<file path="src/can_tx_pkg.sv">
// Constants and types for the CAN transmit scheduler and bit timer
package can_tx_pkg;
	localparam int NBUF = 8;
	localparam int AW   = 12;
	localparam int DW   = 32;
	// -----------------------------------------------
	// Register offsets
	// -----------------------------------------------
	localparam logic [AW-1:0] OFF_CTRL  = 12'h000;
	localparam logic [AW-1:0] OFF_CFG1  = 12'h004;
	localparam logic [AW-1:0] OFF_CFG2  = 12'h008;
	localparam logic [AW-1:0] OFF_INTF  = 12'h00c;
	localparam logic [AW-1:0] OFF_SIF   = 12'h010;
	localparam logic [AW-1:0] OFF_TEC   = 12'h014;
	localparam logic [AW-1:0] OFF_BUFC  = 12'h020;
	localparam logic [AW-1:0] OFF_BUFID = 12'h040;
	localparam logic [AW-1:0] BUF_MASK  = 12'hfe0;
	localparam int BIDX_LSB = 2;
	// -----------------------------------------------
	// Field positions
	// -----------------------------------------------
	localparam int F_ABORT_ALL = 12;
	localparam int F_CLK_SEL   = 11;
	localparam int F_PRESC     = 0;
	localparam int F_JUMP      = 6;
	localparam int F_PROP      = 0;
	localparam int F_PH1       = 3;
	localparam int F_SAM       = 6;
	localparam int F_PH2_FREE  = 7;
	localparam int F_PH2       = 8;
	localparam int F_ERR       = 5;
	localparam int F_WARN      = 10;
	localparam int F_PASSIVE   = 12;
	localparam int F_BUS_OFF   = 13;
	localparam int B_PRI       = 0;
	localparam int B_RTR       = 2;
	localparam int B_REQ       = 3;
	localparam int B_IE        = 4;
	localparam int B_ERR       = 5;
	localparam int B_ARB       = 6;
	localparam int B_ABT       = 7;
	// -----------------------------------------------
	// Counts, limits and response codes
	// -----------------------------------------------
	localparam logic [3:0] IDLE_BITS    = 4'hb;
	localparam logic [4:0] POS_ID_FIRST = 5'h01;
	localparam logic [4:0] POS_ID_LAST  = 5'h0b;
	localparam logic [4:0] POS_ACK      = 5'h0c;
	localparam logic [4:0] POS_LAST     = 5'h13;
	localparam logic [8:0] TEC_WARN     = 9'h060;
	localparam logic [8:0] TEC_PASSIVE  = 9'h07f;
	localparam logic [8:0] TEC_OFF      = 9'h0ff;
	localparam logic [8:0] TEC_MAX      = 9'h1ff;
	localparam logic [3:0] PH2_PROC     = 4'h2;
	localparam logic [1:0] RESP_OKAY    = 2'h0;
	localparam logic [1:0] RESP_SLVERR  = 2'h2;
	typedef enum logic [2:0] {
		S_IDLE  = 3'b001,
		S_FRAME = 3'b010,
		S_OFF   = 3'b100
	} tx_state_t;
	typedef enum logic [3:0] {
		SEG_SYNC = 4'b0001,
		SEG_PROP = 4'b0010,
		SEG_PH1  = 4'b0100,
		SEG_PH2  = 4'b1000
	} seg_t;
endpackage : can_tx_pkg

</file>
<file path="src/bt_if.sv">
// Carrier between the transmit scheduler and the bit timer
`timescale 1ns/1ps
interface bt_if;
	logic [5:0] presc;
	logic [1:0] jump;
	logic [2:0] prop;
	logic [2:0] ph1;
	logic [2:0] ph2;
	logic       ph2_free;
	logic       triple_sample_select;
	logic       idle;
	logic       bit_start;
	logic       sample;
	logic       rx_bit;
	modport timer (input presc, jump, prop, ph1, ph2, ph2_free, triple_sample_select, idle,
		output bit_start, sample, rx_bit);
	modport ctrl (output presc, jump, prop, ph1, ph2, ph2_free, triple_sample_select, idle,
		input bit_start, sample, rx_bit);
endinterface : bt_if

</file>
<file path="src/can_bit_timer.sv">
// Bit timer: quantum prescaler, segment sequencer, sync and sampling
`timescale 1ns/1ps
module can_bit_timer (
	// Clock, reset, enable
	input  wire logic clk,
	input  wire logic sys_rst,
	input  wire logic ce,
	// Module clock tick and bus level
	input  wire logic mclk_tick,
	input  wire logic rx,
	// Scheduler side
	bt_if.timer       bt
);
	import can_tx_pkg::*;
	logic [6:0] pre_ff;
	seg_t       seg_ff;
	logic [4:0] q_ff;
	logic [4:0] pos_ff;
	logic [3:0] adj_ff;
	logic [3:0] cut_ff;
	logic       rx_prev_ff;
	logic       synced_ff;
	logic [1:0] hist_ff;
	logic       tq;
	logic       half;
	logic       fall;
	logic       hard;
	logic       resync;
	logic       maj;
	logic [3:0] sjwq;
	logic [3:0] ph1q;
	logic [3:0] ph2q;
	logic [4:0] seg_len;
	logic [4:0] rem;
	assign tq   = mclk_tick && pre_ff == {bt.presc, 1'b1};
	assign half = mclk_tick && pre_ff == {1'b0, bt.presc};
	assign fall = rx_prev_ff && !rx;
	assign hard = fall && bt.idle;
	assign resync = fall && !bt.idle && !synced_ff && seg_ff != SEG_SYNC;
	assign maj  = (hist_ff[1] & hist_ff[0]) | (hist_ff[1] & rx) | (hist_ff[0] & rx);
	assign sjwq = {2'h0, bt.jump} + 4'h1;
	assign ph1q = {1'h0, bt.ph1} + 4'h1;
	assign rem  = seg_len - q_ff;
	always_comb begin
		ph2q = bt.ph2_free ? {1'h0, bt.ph2} + 4'h1 : ((ph1q > PH2_PROC) ? ph1q : PH2_PROC);
		case (seg_ff)
			SEG_SYNC: seg_len = 5'h01;
			SEG_PROP: seg_len = {2'h0, bt.prop} + 5'h01;
			SEG_PH1:  seg_len = {1'h0, ph1q} + {1'h0, adj_ff};
			SEG_PH2:  seg_len = {1'h0, ph2q} - {1'h0, cut_ff};
			default:  seg_len = 5'h01;
		endcase
	end
	// -----------------------------------------------
	// Prescaler and sample history
	// -----------------------------------------------
	always_ff @(posedge clk) begin
		if (sys_rst) begin
			pre_ff     <= 7'h00;
			hist_ff    <= 2'h3;
			rx_prev_ff <= 1'b1;
		end else if (ce) begin
			rx_prev_ff <= rx;
			if (hard)
				pre_ff <= 7'h00;
			else if (mclk_tick)
				pre_ff <= tq ? 7'h00 : pre_ff + 7'h01;
			if (tq || half)
				hist_ff <= {hist_ff[0], rx};
		end
	end
	// -----------------------------------------------
	// Segment sequencer
	// -----------------------------------------------
	always_ff @(posedge clk) begin
		if (sys_rst) begin
			seg_ff       <= SEG_SYNC;
			q_ff         <= 5'h00;
			pos_ff       <= 5'h00;
			adj_ff       <= 4'h0;
			cut_ff       <= 4'h0;
			synced_ff    <= 1'b0;
			bt.bit_start <= 1'b0;
			bt.sample    <= 1'b0;
			bt.rx_bit    <= 1'b1;
		end else if (ce) begin
			bt.bit_start <= 1'b0;
			bt.sample    <= 1'b0;
			if (hard) begin
				seg_ff    <= SEG_SYNC;
				q_ff      <= 5'h00;
				pos_ff    <= 5'h00;
				adj_ff    <= 4'h0;
				cut_ff    <= 4'h0;
				synced_ff <= 1'b1;
			end else if (resync && seg_ff != SEG_PH2) begin
				adj_ff    <= ({1'h0, sjwq} < pos_ff) ? sjwq : pos_ff[3:0];
				synced_ff <= 1'b1;
			end else if (resync) begin
				synced_ff <= 1'b1;
				if (rem <= {1'h0, sjwq}) begin
					seg_ff       <= SEG_SYNC;
					q_ff         <= 5'h00;
					pos_ff       <= 5'h00;
					adj_ff       <= 4'h0;
					cut_ff       <= 4'h0;
					bt.bit_start <= 1'b1;
				end else
					cut_ff <= sjwq;
			end else if (tq) begin
				pos_ff <= pos_ff + 5'h01;
				if (q_ff + 5'h01 >= seg_len) begin
					q_ff <= 5'h00;
					case (seg_ff)
						SEG_SYNC: seg_ff <= SEG_PROP;
						SEG_PROP: seg_ff <= SEG_PH1;
						SEG_PH1: begin
							seg_ff    <= SEG_PH2;
							bt.sample <= 1'b1;
							bt.rx_bit <= bt.triple_sample_select ? maj : rx;
						end
						SEG_PH2: begin
							seg_ff       <= SEG_SYNC;
							pos_ff       <= 5'h00;
							adj_ff       <= 4'h0;
							cut_ff       <= 4'h0;
							synced_ff    <= 1'b0;
							bt.bit_start <= 1'b1;
						end
						default: seg_ff <= SEG_SYNC;
					endcase
				end else
					q_ff <= q_ff + 5'h01;
			end
		end
	end
endmodule : can_bit_timer

</file>
<file path="src/can_tx_sched.sv">
// CAN transmit scheduler with error counting and AXI4-Lite registers
`timescale 1ns/1ps
module can_tx_sched (
	// Clock, reset, enable
	input  wire logic                     clk,
	input  wire logic                     sys_rst,
	input  wire logic                     ce,
	// Module clock sources
	input  wire logic                     osc_tick,
	input  wire logic                     instr_tick,
	// CAN pins
	input  wire logic                     can_rx,
	output logic                          can_tx,
	// Receive side and recovery
	input  wire logic                     rtr_hit,
	input  wire logic [2:0]               rtr_buf,
	input  wire logic                     bus_recover,
	// Event outputs
	output logic                          send_irq,
	output logic                          error_irq,
	// AXI4-Lite write
	input  wire logic [can_tx_pkg::AW-1:0] awaddr,
	input  wire logic                     awvalid,
	output logic                          awready,
	input  wire logic [can_tx_pkg::DW-1:0] wdata,
	input  wire logic [3:0]               wstrb,
	input  wire logic                     wvalid,
	output logic                          wready,
	output logic [1:0]                    bresp,
	output logic                          bvalid,
	input  wire logic                     bready,
	// AXI4-Lite read
	input  wire logic [can_tx_pkg::AW-1:0] araddr,
	input  wire logic                     arvalid,
	output logic                          arready,
	output logic [can_tx_pkg::DW-1:0]      rdata,
	output logic [1:0]                    rresp,
	output logic                          rvalid,
	input  wire logic                     rready
);
	import can_tx_pkg::*;
	logic            abort_all_ff;
	logic            clk_sel_ff;
	logic [5:0]      presc_ff;
	logic [1:0]      jump_ff;
	logic [2:0]      prop_ff;
	logic [2:0]      ph1_ff;
	logic [2:0]      ph2_ff;
	logic            sam_ff;
	logic            ph2_free_ff;
	logic            err_flag_ff;
	logic            warn_ff;
	logic            passive_ff;
	logic            bus_off_ff;
	logic [NBUF-1:0] send_flag_ff;
	logic [NBUF-1:0] req_ff;
	logic [NBUF-1:0] ie_ff;
	logic [NBUF-1:0] rtr_en_ff;
	logic [NBUF-1:0] abt_ff;
	logic [NBUF-1:0] arb_ff;
	logic [NBUF-1:0] terr_ff;
	logic [NBUF-1:0] pend_ff;
	logic [1:0]      pri_ff [NBUF];
	logic [10:0]     ident_ff [NBUF];
	logic [8:0]      tec_ff;
	tx_state_t       st_ff;
	logic [3:0]      rec_cnt_ff;
	logic [4:0]      pos_ff;
	logic [2:0]      cur_ff;
	logic            wr_go;
	logic            rd_go;
	logic [2:0]      widx;
	logic [2:0]      ridx;
	logic            w_ctrl;
	logic            w_cfg1;
	logic            w_cfg2;
	logic            w_intf;
	logic            w_sif;
	logic            w_bufc;
	logic            w_bufid;
	logic            w_hit;
	logic            abort_kick;
	logic [DW-1:0]   rd_val;
	logic            rd_hit;
	logic            found;
	logic [2:0]      best;
	logic [1:0]      best_pri;
	logic            bus_idle;
	logic            smp;
	logic            in_id;
	logic            ev_arb;
	logic            ev_err;
	logic            ev_ok;
	logic            frame_bit;
	logic [3:0]      id_sel;
	logic [NBUF-1:0] one_hot_cur;
	logic            mclk_tick;
	bt_if            bt_c ();

	// -----------------------------------------------
	// Bit timer
	// -----------------------------------------------
	assign mclk_tick = clk_sel_ff ? instr_tick : osc_tick;
	assign bt_c.presc    = presc_ff;
	assign bt_c.jump     = jump_ff;
	assign bt_c.prop     = prop_ff;
	assign bt_c.ph1      = ph1_ff;
	assign bt_c.ph2      = ph2_ff;
	assign bt_c.ph2_free = ph2_free_ff;
	assign bt_c.triple_sample_select      = sam_ff;
	assign bt_c.idle     = bus_idle;
	can_bit_timer u_timer (
		.clk       (clk),
		.sys_rst   (sys_rst),
		.ce        (ce),
		.mclk_tick (mclk_tick),
		.rx        (can_rx),
		.bt        (bt_c)
	);

	// -----------------------------------------------
	// Bus decode
	// -----------------------------------------------
	assign wr_go   = awvalid && awready && wvalid && wready;
	assign rd_go   = arvalid && arready;
	assign widx    = awaddr[BIDX_LSB +: 3];
	assign ridx    = araddr[BIDX_LSB +: 3];
	assign w_ctrl  = wr_go && awaddr == OFF_CTRL;
	assign w_cfg1  = wr_go && awaddr == OFF_CFG1;
	assign w_cfg2  = wr_go && awaddr == OFF_CFG2;
	assign w_intf  = wr_go && awaddr == OFF_INTF;
	assign w_sif   = wr_go && awaddr == OFF_SIF;
	assign w_bufc  = wr_go && (awaddr & BUF_MASK) == OFF_BUFC;
	assign w_bufid = wr_go && (awaddr & BUF_MASK) == OFF_BUFID;
	assign w_hit   = w_ctrl || w_cfg1 || w_cfg2 || w_intf || w_sif || w_bufc || w_bufid
		|| awaddr == OFF_TEC;
	assign abort_kick = w_ctrl && wstrb[1] && wdata[F_ABORT_ALL];

	always_comb begin
		rd_val = '0;
		rd_hit = 1'b1;
		if (araddr == OFF_CTRL) begin
			rd_val[F_ABORT_ALL] = abort_all_ff;
			rd_val[F_CLK_SEL]   = clk_sel_ff;
		end else if (araddr == OFF_CFG1) begin
			rd_val[F_PRESC +: 6] = presc_ff;
			rd_val[F_JUMP +: 2]  = jump_ff;
		end else if (araddr == OFF_CFG2) begin
			rd_val[F_PROP +: 3]  = prop_ff;
			rd_val[F_PH1 +: 3]   = ph1_ff;
			rd_val[F_SAM]        = sam_ff;
			rd_val[F_PH2_FREE]   = ph2_free_ff;
			rd_val[F_PH2 +: 3]   = ph2_ff;
		end else if (araddr == OFF_INTF) begin
			rd_val[F_ERR]     = err_flag_ff;
			rd_val[F_WARN]    = warn_ff;
			rd_val[F_PASSIVE] = passive_ff;
			rd_val[F_BUS_OFF] = bus_off_ff;
		end else if (araddr == OFF_SIF)
			rd_val[NBUF-1:0] = send_flag_ff;
		else if (araddr == OFF_TEC)
			rd_val[8:0] = tec_ff;
		else if ((araddr & BUF_MASK) == OFF_BUFC) begin
			rd_val[B_PRI +: 2] = pri_ff[ridx];
			rd_val[B_RTR]      = rtr_en_ff[ridx];
			rd_val[B_REQ]      = req_ff[ridx];
			rd_val[B_IE]       = ie_ff[ridx];
			rd_val[B_ERR]      = terr_ff[ridx];
			rd_val[B_ARB]      = arb_ff[ridx];
			rd_val[B_ABT]      = abt_ff[ridx];
		end else if ((araddr & BUF_MASK) == OFF_BUFID)
			rd_val[10:0] = ident_ff[ridx];
		else
			rd_hit = 1'b0;
	end

	// -----------------------------------------------
	// AXI4-Lite handshakes
	// -----------------------------------------------
	always_ff @(posedge clk) begin
		if (sys_rst) begin
			awready <= 1'b0;
			wready  <= 1'b0;
			bvalid  <= 1'b0;
			bresp   <= RESP_OKAY;
		end else if (ce) begin
			awready <= awvalid && wvalid && !awready && !bvalid;
			wready  <= awvalid && wvalid && !awready && !bvalid;
			if (wr_go) begin
				bvalid <= 1'b1;
				bresp  <= w_hit ? RESP_OKAY : RESP_SLVERR;
			end else if (bready)
				bvalid <= 1'b0;
		end
	end

	always_ff @(posedge clk) begin
		if (sys_rst) begin
			arready <= 1'b0;
			rvalid  <= 1'b0;
			rdata   <= '0;
			rresp   <= RESP_OKAY;
		end else if (ce) begin
			arready <= arvalid && !arready && !rvalid;
			if (rd_go) begin
				rvalid <= 1'b1;
				rdata  <= rd_val;
				rresp  <= rd_hit ? RESP_OKAY : RESP_SLVERR;
			end else if (rready)
				rvalid <= 1'b0;
		end
	end

	// -----------------------------------------------
	// Configuration registers
	// -----------------------------------------------
	always_ff @(posedge clk) begin
		if (sys_rst) begin
			abort_all_ff <= 1'b0;
			clk_sel_ff   <= 1'b0;
			presc_ff     <= 6'h00;
			jump_ff      <= 2'h0;
			prop_ff      <= 3'h0;
			ph1_ff       <= 3'h0;
			sam_ff       <= 1'b0;
			ph2_free_ff  <= 1'b0;
			ph2_ff       <= 3'h0;
		end else if (ce) begin
			if (abort_kick)
				abort_all_ff <= 1'b1;
			else if (abort_all_ff && pend_ff == '0)
				abort_all_ff <= 1'b0;
			if (w_ctrl && wstrb[1])
				clk_sel_ff <= wdata[F_CLK_SEL];
			if (w_cfg1 && wstrb[0]) begin
				presc_ff <= wdata[F_PRESC +: 6];
				jump_ff  <= wdata[F_JUMP +: 2];
			end
			if (w_cfg2 && wstrb[0]) begin
				prop_ff     <= wdata[F_PROP +: 3];
				ph1_ff      <= wdata[F_PH1 +: 3];
				sam_ff      <= wdata[F_SAM];
				ph2_free_ff <= wdata[F_PH2_FREE];
			end
			if (w_cfg2 && wstrb[1])
				ph2_ff <= wdata[F_PH2 +: 3];
		end
	end

	// -----------------------------------------------
	// Buffer control and status
	// -----------------------------------------------
	always_ff @(posedge clk) begin
		if (sys_rst) begin
			req_ff    <= '0;
			ie_ff     <= '0;
			rtr_en_ff <= '0;
			abt_ff    <= '0;
			arb_ff    <= '0;
			terr_ff   <= '0;
			pend_ff   <= '0;
			for (int i = 0; i < NBUF; i++) begin
				pri_ff[i] <= 2'h0;
			end
		end else if (ce) begin
			for (int i = 0; i < NBUF; i++) begin
				if (w_bufc && wstrb[0] && widx == 3'(i)) begin
					pri_ff[i]    <= wdata[B_PRI +: 2];
					rtr_en_ff[i] <= wdata[B_RTR];
					ie_ff[i]     <= wdata[B_IE];
					if (wdata[B_REQ] && !req_ff[i]) begin
						req_ff[i]  <= 1'b1;
						abt_ff[i]  <= 1'b0;
						arb_ff[i]  <= 1'b0;
						terr_ff[i] <= 1'b0;
					end else if (!wdata[B_REQ] && req_ff[i]) begin
						if (st_ff == S_FRAME && cur_ff == 3'(i))
							pend_ff[i] <= 1'b1;
						else begin
							req_ff[i] <= 1'b0;
							abt_ff[i] <= 1'b1;
						end
					end
				end
				if (abort_kick && req_ff[i]) begin
					if (st_ff == S_FRAME && cur_ff == 3'(i))
						pend_ff[i] <= 1'b1;
					else begin
						req_ff[i] <= 1'b0;
						abt_ff[i] <= 1'b1;
					end
				end
				if (cur_ff == 3'(i) && ev_ok) begin
					req_ff[i]  <= 1'b0;
					pend_ff[i] <= 1'b0;
				end
				if (rtr_hit && rtr_en_ff[i] && rtr_buf == 3'(i) && st_ff != S_OFF) begin
					req_ff[i]  <= 1'b1;
					abt_ff[i]  <= 1'b0;
					arb_ff[i]  <= 1'b0;
					terr_ff[i] <= 1'b0;
				end
				if (cur_ff == 3'(i) && (ev_arb || ev_err)) begin
					arb_ff[i]  <= ev_arb ? 1'b1 : arb_ff[i];
					terr_ff[i] <= ev_err ? 1'b1 : terr_ff[i];
					if (pend_ff[i]) begin
						req_ff[i]  <= 1'b0;
						abt_ff[i]  <= 1'b1;
						pend_ff[i] <= 1'b0;
					end
				end
			end
		end
	end

	always_ff @(posedge clk) begin
		if (sys_rst) begin
			for (int i = 0; i < NBUF; i++) begin
				ident_ff[i] <= 11'h000;
			end
		end else if (ce) begin
			for (int i = 0; i < NBUF; i++) begin
				if (w_bufid && widx == 3'(i) && wstrb[0])
					ident_ff[i][7:0] <= wdata[7:0];
				if (w_bufid && widx == 3'(i) && wstrb[1])
					ident_ff[i][10:8] <= wdata[10:8];
			end
		end
	end

	// -----------------------------------------------
	// Priority pick
	// -----------------------------------------------
	always_comb begin
		found    = 1'b0;
		best     = 3'h0;
		best_pri = 2'h0;
		for (int i = 0; i < NBUF; i++) begin
			if (req_ff[i] && !pend_ff[i] && (!found || pri_ff[i] >= best_pri)) begin
				found    = 1'b1;
				best     = 3'(i);
				best_pri = pri_ff[i];
			end
		end
	end

	// -----------------------------------------------
	// Frame engine
	// -----------------------------------------------
	assign bus_idle  = st_ff == S_IDLE && rec_cnt_ff == IDLE_BITS;
	assign smp       = bt_c.sample && st_ff == S_FRAME;
	assign in_id     = pos_ff >= POS_ID_FIRST && pos_ff <= POS_ID_LAST;
	assign id_sel    = 4'(POS_ID_LAST - pos_ff);
	assign frame_bit = in_id ? ident_ff[cur_ff][id_sel] : 1'b1;
	assign ev_arb = smp && in_id && can_tx && !bt_c.rx_bit;
	assign ev_err = smp && !ev_arb
		&& ((pos_ff == POS_ACK) ? bt_c.rx_bit : (can_tx != bt_c.rx_bit));
	assign ev_ok  = smp && !ev_arb && !ev_err && pos_ff == POS_LAST;
	assign one_hot_cur = {{(NBUF-1){1'b0}}, 1'b1} << cur_ff;

	always_ff @(posedge clk) begin
		if (sys_rst) begin
			st_ff      <= S_IDLE;
			rec_cnt_ff <= 4'h0;
			pos_ff     <= 5'h00;
			cur_ff     <= 3'h0;
			can_tx     <= 1'b1;
		end else if (ce) begin
			case (st_ff)
				S_IDLE: begin
					if (bt_c.sample)
						rec_cnt_ff <= !bt_c.rx_bit ? 4'h0 :
							(rec_cnt_ff == IDLE_BITS ? rec_cnt_ff : rec_cnt_ff + 4'h1);
					if (bt_c.bit_start && bus_idle && found && !abort_all_ff
						&& !abort_kick && !w_bufc) begin
						st_ff  <= S_FRAME;
						cur_ff <= best;
						pos_ff <= 5'h00;
						can_tx <= 1'b0;
					end
				end
				S_FRAME: begin
					if (ev_arb || ev_err || ev_ok) begin
						st_ff      <= S_IDLE;
						rec_cnt_ff <= 4'h0;
						can_tx     <= 1'b1;
					end else begin
						if (bt_c.sample)
							pos_ff <= pos_ff + 5'h01;
						if (bt_c.bit_start)
							can_tx <= frame_bit;
					end
				end
				S_OFF: begin
					can_tx     <= 1'b1;
					rec_cnt_ff <= 4'h0;
					if (bus_recover)
						st_ff <= S_IDLE;
				end
				default: st_ff <= S_IDLE;
			endcase
			if (st_ff != S_OFF && tec_ff > TEC_OFF) begin
				st_ff  <= S_OFF;
				can_tx <= 1'b1;
			end
		end
	end

	// -----------------------------------------------
	// Error counter and flags
	// -----------------------------------------------
	always_ff @(posedge clk) begin
		if (sys_rst)
			tec_ff <= 9'h000;
		else if (ce) begin
			if (st_ff == S_OFF && bus_recover)
				tec_ff <= 9'h000;
			else if (ev_err && tec_ff != TEC_MAX)
				tec_ff <= tec_ff + 9'h001;
			else if (ev_ok && tec_ff != 9'h000)
				tec_ff <= tec_ff - 9'h001;
		end
	end

	always_ff @(posedge clk) begin
		if (sys_rst) begin
			warn_ff      <= 1'b0;
			passive_ff   <= 1'b0;
			bus_off_ff   <= 1'b0;
			err_flag_ff  <= 1'b0;
			send_flag_ff <= '0;
			send_irq     <= 1'b0;
			error_irq    <= 1'b0;
		end else if (ce) begin
			warn_ff    <= tec_ff > TEC_WARN;
			passive_ff <= tec_ff > TEC_PASSIVE;
			bus_off_ff <= tec_ff > TEC_OFF;
			if ((tec_ff > TEC_WARN && !warn_ff) || (tec_ff > TEC_PASSIVE && !passive_ff)
				|| (tec_ff > TEC_OFF && !bus_off_ff))
				err_flag_ff <= 1'b1;
			else if (w_intf && wstrb[0] && wdata[F_ERR])
				err_flag_ff <= 1'b0;
			send_flag_ff <= (send_flag_ff & ~((w_sif && wstrb[0]) ? wdata[NBUF-1:0] : '0))
				| (ev_ok ? one_hot_cur : '0);
			send_irq  <= |(send_flag_ff & ie_ff);
			error_irq <= err_flag_ff;
		end
	end
endmodule : can_tx_sched

</file>
<file path="config.mk">
export PLATFORM = sky130hd
export DESIGN_NAME = can_tx_sched
export DESIGN_NICKNAME = d
export VERILOG_FILES = /design/src/can_tx_pkg.sv /design/src/bt_if.sv /design/src/can_bit_timer.sv /design/src/can_tx_sched.sv
export SDC_FILE = /design/constraint.sdc
export NUM_CORES = 1
export LEC_CHECK = 0
export BUFFER_PORTS_ARGS = -buffer_cell sky130_fd_sc_hd__buf_4
export CORE_MARGIN = 1.5
export CORE_UTILIZATION = 55
export DETAILED_ROUTE_END_ITERATION = 6
export PLACE_DENSITY = 0.74
export SKIP_CTS_REPAIR_TIMING = 1
export SLEW_MARGIN = 20
export SYNTH_ARGS = -nofsm -noshare
export SYNTH_HDL_FRONTEND = slang
export SYNTH_HIERARCHICAL = 1
export SYNTH_SLANG_ARGS = --single-unit
</file>
<file path="constraint.sdc">
create_clock -name clk -period 9.68 [get_ports clk]
set_input_delay 0.968 -clock clk [delete_from_list [all_inputs] [get_ports clk]]
set_output_delay 0.968 -clock clk [all_outputs]
set_load 0.03 [all_outputs]
</file>
==> metrics.md <==
| Metric | Value |
|---|---|
| Outcome | finished, violations left |
| Violated checks | design-rule violations |
| Max FO, Critical Path | 8 |
| Largest stage delay, worst path | 0.50 ns |
| Post-route setup slack | 0.668 ns |
| Worst-Margin Slew | 1.06 ns |
| Total Power | 2.72 mW |
| Post-synthesis sequential area ratio | 39.3% |
| Hold worst-path end | rresp[1]$_SDFFE_PP0P_ |
| Tmin final | 9.01 ns |
| RePlAce Congestion | 1.03 |
| Vias in the first global route | 14000 |
| Wire per inst | 22.7 um |
| Synth Area per Inst | 9.17 um2 |
| Dpl ws | 0.796 ns |
| H-tree Lvls | 1 |
| Root buf cell | clkbuf_16 |
| Cell area after layout | 18600 um2 |
| Most frequent cells after synthesis | 237 x nor2_1, 195 x nand2_1, 174 x dfxtp_1 |
| Ys Warns | 6 |
| Worst reg2reg path startpoint | req_ff[0]$_SDFFE_PP0P_ |
| Finish-stage setup viols | 0 |
| Clk slew on worst S/H paths | 0.06 ns |
| Reg2reg path depth | 40 |
| DIE AREA | 31600 um2 |
| DP Area | 17500 um2 |
| DP Cell Count | 2216 |
| Die Wd | 178 um |
| Setup Skew | 0.0126 ns |
| Latest clock arrival within the worst-skew pair | 0.58 ns |
| Top-count cell post-synth | nor2_1 |
| Req. time, crit path | 10.14 ns |
| Sink Count | 278 |
| Netlist cell types | 101 |
| Largest net degree at the start of global routing | 75 |
| Hold WC Path Type | flop to flop |
| Synth Instances | 1831 |
| Hold-critical path depth | 2 |
| Flop-to-flop setup slack | 0.67 ns |
| Clock Path Buffers | 3 |
| CP startpoint kind | flop |
| Core Footprint | 29900 um2 |
| WS Path Type | flop to flop |
| Initial cell density of the core | 56.2% |
| Asr flop ratio synth | 0% |
| Area grow syn2layout | 10.7% |
| HP Start | rresp[1]$_SDFFE_PP0P_ |
| TNS Setup | 0 ns |
| Post-synth EDFFs | 104 |
| Worst hold slack | 0.466 ns |
| Port buffer count | 78 |
| Cell repeated most along the worst path | nand2b_1 |
| Top cell type's share of synthesized area | 20.7% |
| Fraction of layout cells with a size suffix above 1 | 13.2% |
| Slew Limit Headroom | 29.5% |
| Via/cell ratio | 6.58 |
| Highest-delay cell along the critical path | dfxtp_1 |
| Global-route wire length before repair | 79200 um |
| CTS tree | built |
| IR drop worst, VDD | 0.129 mV |
| Top post-synthesis cells by area | dfxtp_1 21%, edfxtp_1 19%, mux4_2 8.0% |
| Total GRT Usage | 32.8% |
| Final ANT Viol Nets | 0 |
| Max_cap viols | 0 |
| Synth Register Bits | 278 |
| Nets | 1992 |
| Tcrit/Tclk final | 93.1% |
| Via count | 15000 |
| Fillers | 2508 |
| Pre-antenna DRT Iters | 7 |
| Pwr Density | 146 nW/um2 |
| Utilization after layout | 62.2% |
| Mapped Area | 16800 um2 |
| DRC | 16 |
| # rows | 63 |
| Initial antenna violation count | 0 |
| Critical Path AT | 9.47 ns |
| Crit end category | flop |
| Total gr overflow | 0 |
| WL final | 51700 um |
| # IOs | 120 |
| Final Instance Count excl. Fillers | 2273 |
| Slew Limit Fails | 0 |
| Die height | 178 um |
| 1st-iter DRT viols | 1730 |
| F_max | 0.111 GHz |
| Cts bufs inserted | 30 |
| DP Wirelength | 37800 um |
| Hold Violations, Final | 0 |
| Leak pwr | 6.85 nW |
| Cell taking the most area after synthesis | dfxtp_1 |
| Most used DFF post-synth | dfxtp_1 |
| RSZ-0062 raised after global routing | false |
-- registers in the layout (all words and copies together), names as in the netlist, 5 cells and up, named ones only --
| signal | cells |
|---|---|
| send_flag_ff | 8 |
| tec_ff | 9 |
| abt_ff | 8 |
| req_ff | 8 |
| pos_ff | 5 |
| bt_c.presc | 6 |
| rtr_en_ff | 8 |
| u_timer/pre_ff | 7 |
| ident_ff | 88 |
| pri_ff | 16 |
| u_timer/pos_ff | 5 |
| rdata | 14 |
| ie_ff | 8 |
| arb_ff | 8 |
| terr_ff | 8 |
| u_timer/q_ff | 5 |
| pend_ff | 8 |
-- cells by family after synthesis --
group	Yosys count	share of synthesized area [%]
DFF	278	39.3
other	1	0.0223
buffers and inverters	200	5.17
xor gates and xnor gates	42	2.30
adders and majority gates	59	4.56
muxes	113	11.2
AOI/OAI and AO/OA	421	16.6
and+or+nand+nor	717	20.7
-- layer usage --
metal / wire length (um) / track usage, % / share of wire, %
met5: 0 / 0 / 0
met4: 2830 / 16.3 / 5.5
met3: 4930 / 6.21 / 9.5
met2: 23400 / 51.8 / 45
met1: 20600 / 43.2 / 40
-- layout make-up --
cell class	instances	area, um2	area share [%]
inverters	84	315	1.70
flip-flops and latches	278	6610	35.5
repair buffers	92	691	3.71
multi-input cells	1372	9410	50.6
diodes	1	2.50	0.0135
well taps	390	488	2.62
clock inverters	17	239	1.29
clock buffers	39	848	4.56
-- power breakdown --
part	total (mW)	leakage, nW	internal, mW	switching, mW
Combinational	0.197	3.85	0.0657	0.131
Sequential	1.25	2.47	1.24	0.0171
Clock	1.27	0.532	0.775	0.493
-- worst max-delay path, delay by kind of cell (launching register included) --
family          cells  cell delay [ns]
compound gates     15             3.30
mux                 2             0.76
simple gates       16             2.48
fa+ha+maj           7             1.83
flops               1             0.50
-- cell usage in the layout (no fill, tap or decap), types with 12 or more instances in the layout --
cell type,count
xnor2_1,19
nand2b_1,27
a22oi_1,34
clkbuf_16,32
ha_1,54
nor3_1,40
a311oi_1,12
o21ai_0,79
nor2b_1,25
dfxtp_1,174
nand3_1,66
conb_1,20
buf_4,92
o22ai_1,13
nand2_1,195
edfxtp_1,104
mux4_2,60
a21oi_1,137
xor2_1,22
and3_1,15
a31oi_1,13
a21o_1,12
nor2_1,236
or3_1,15
nand4_1,20
mux2i_1,49
inv_1,83
-- how the worst max path moves through the flow --
| stage | startpoint | end | slack, ns | cells after the start |
|---|---|---|---|---|
| after floorplan | pend_ff[0]$_SDFFE_PP0P_ | flop | 1.65 | 40 |
| after global routing | req_ff[0]$_SDFFE_PP0P_ | flop | 0.14 | 40 |
| final | req_ff[0]$_SDFFE_PP0P_ | flop | 0.67 | 40 |
| after global placement | req_ff[0]$_SDFFE_PP0P_ | flop | 1.11 | 40 |
| after CTS | req_ff[0]$_SDFFE_PP0P_ | flop | 0.78 | 40 |
| after detailed placement | req_ff[0]$_SDFFE_PP0P_ | cur_ff[2]$_SDFFE_PP0P_ | 0.80 | 40 |
Power figures use the tool's default switching activity.
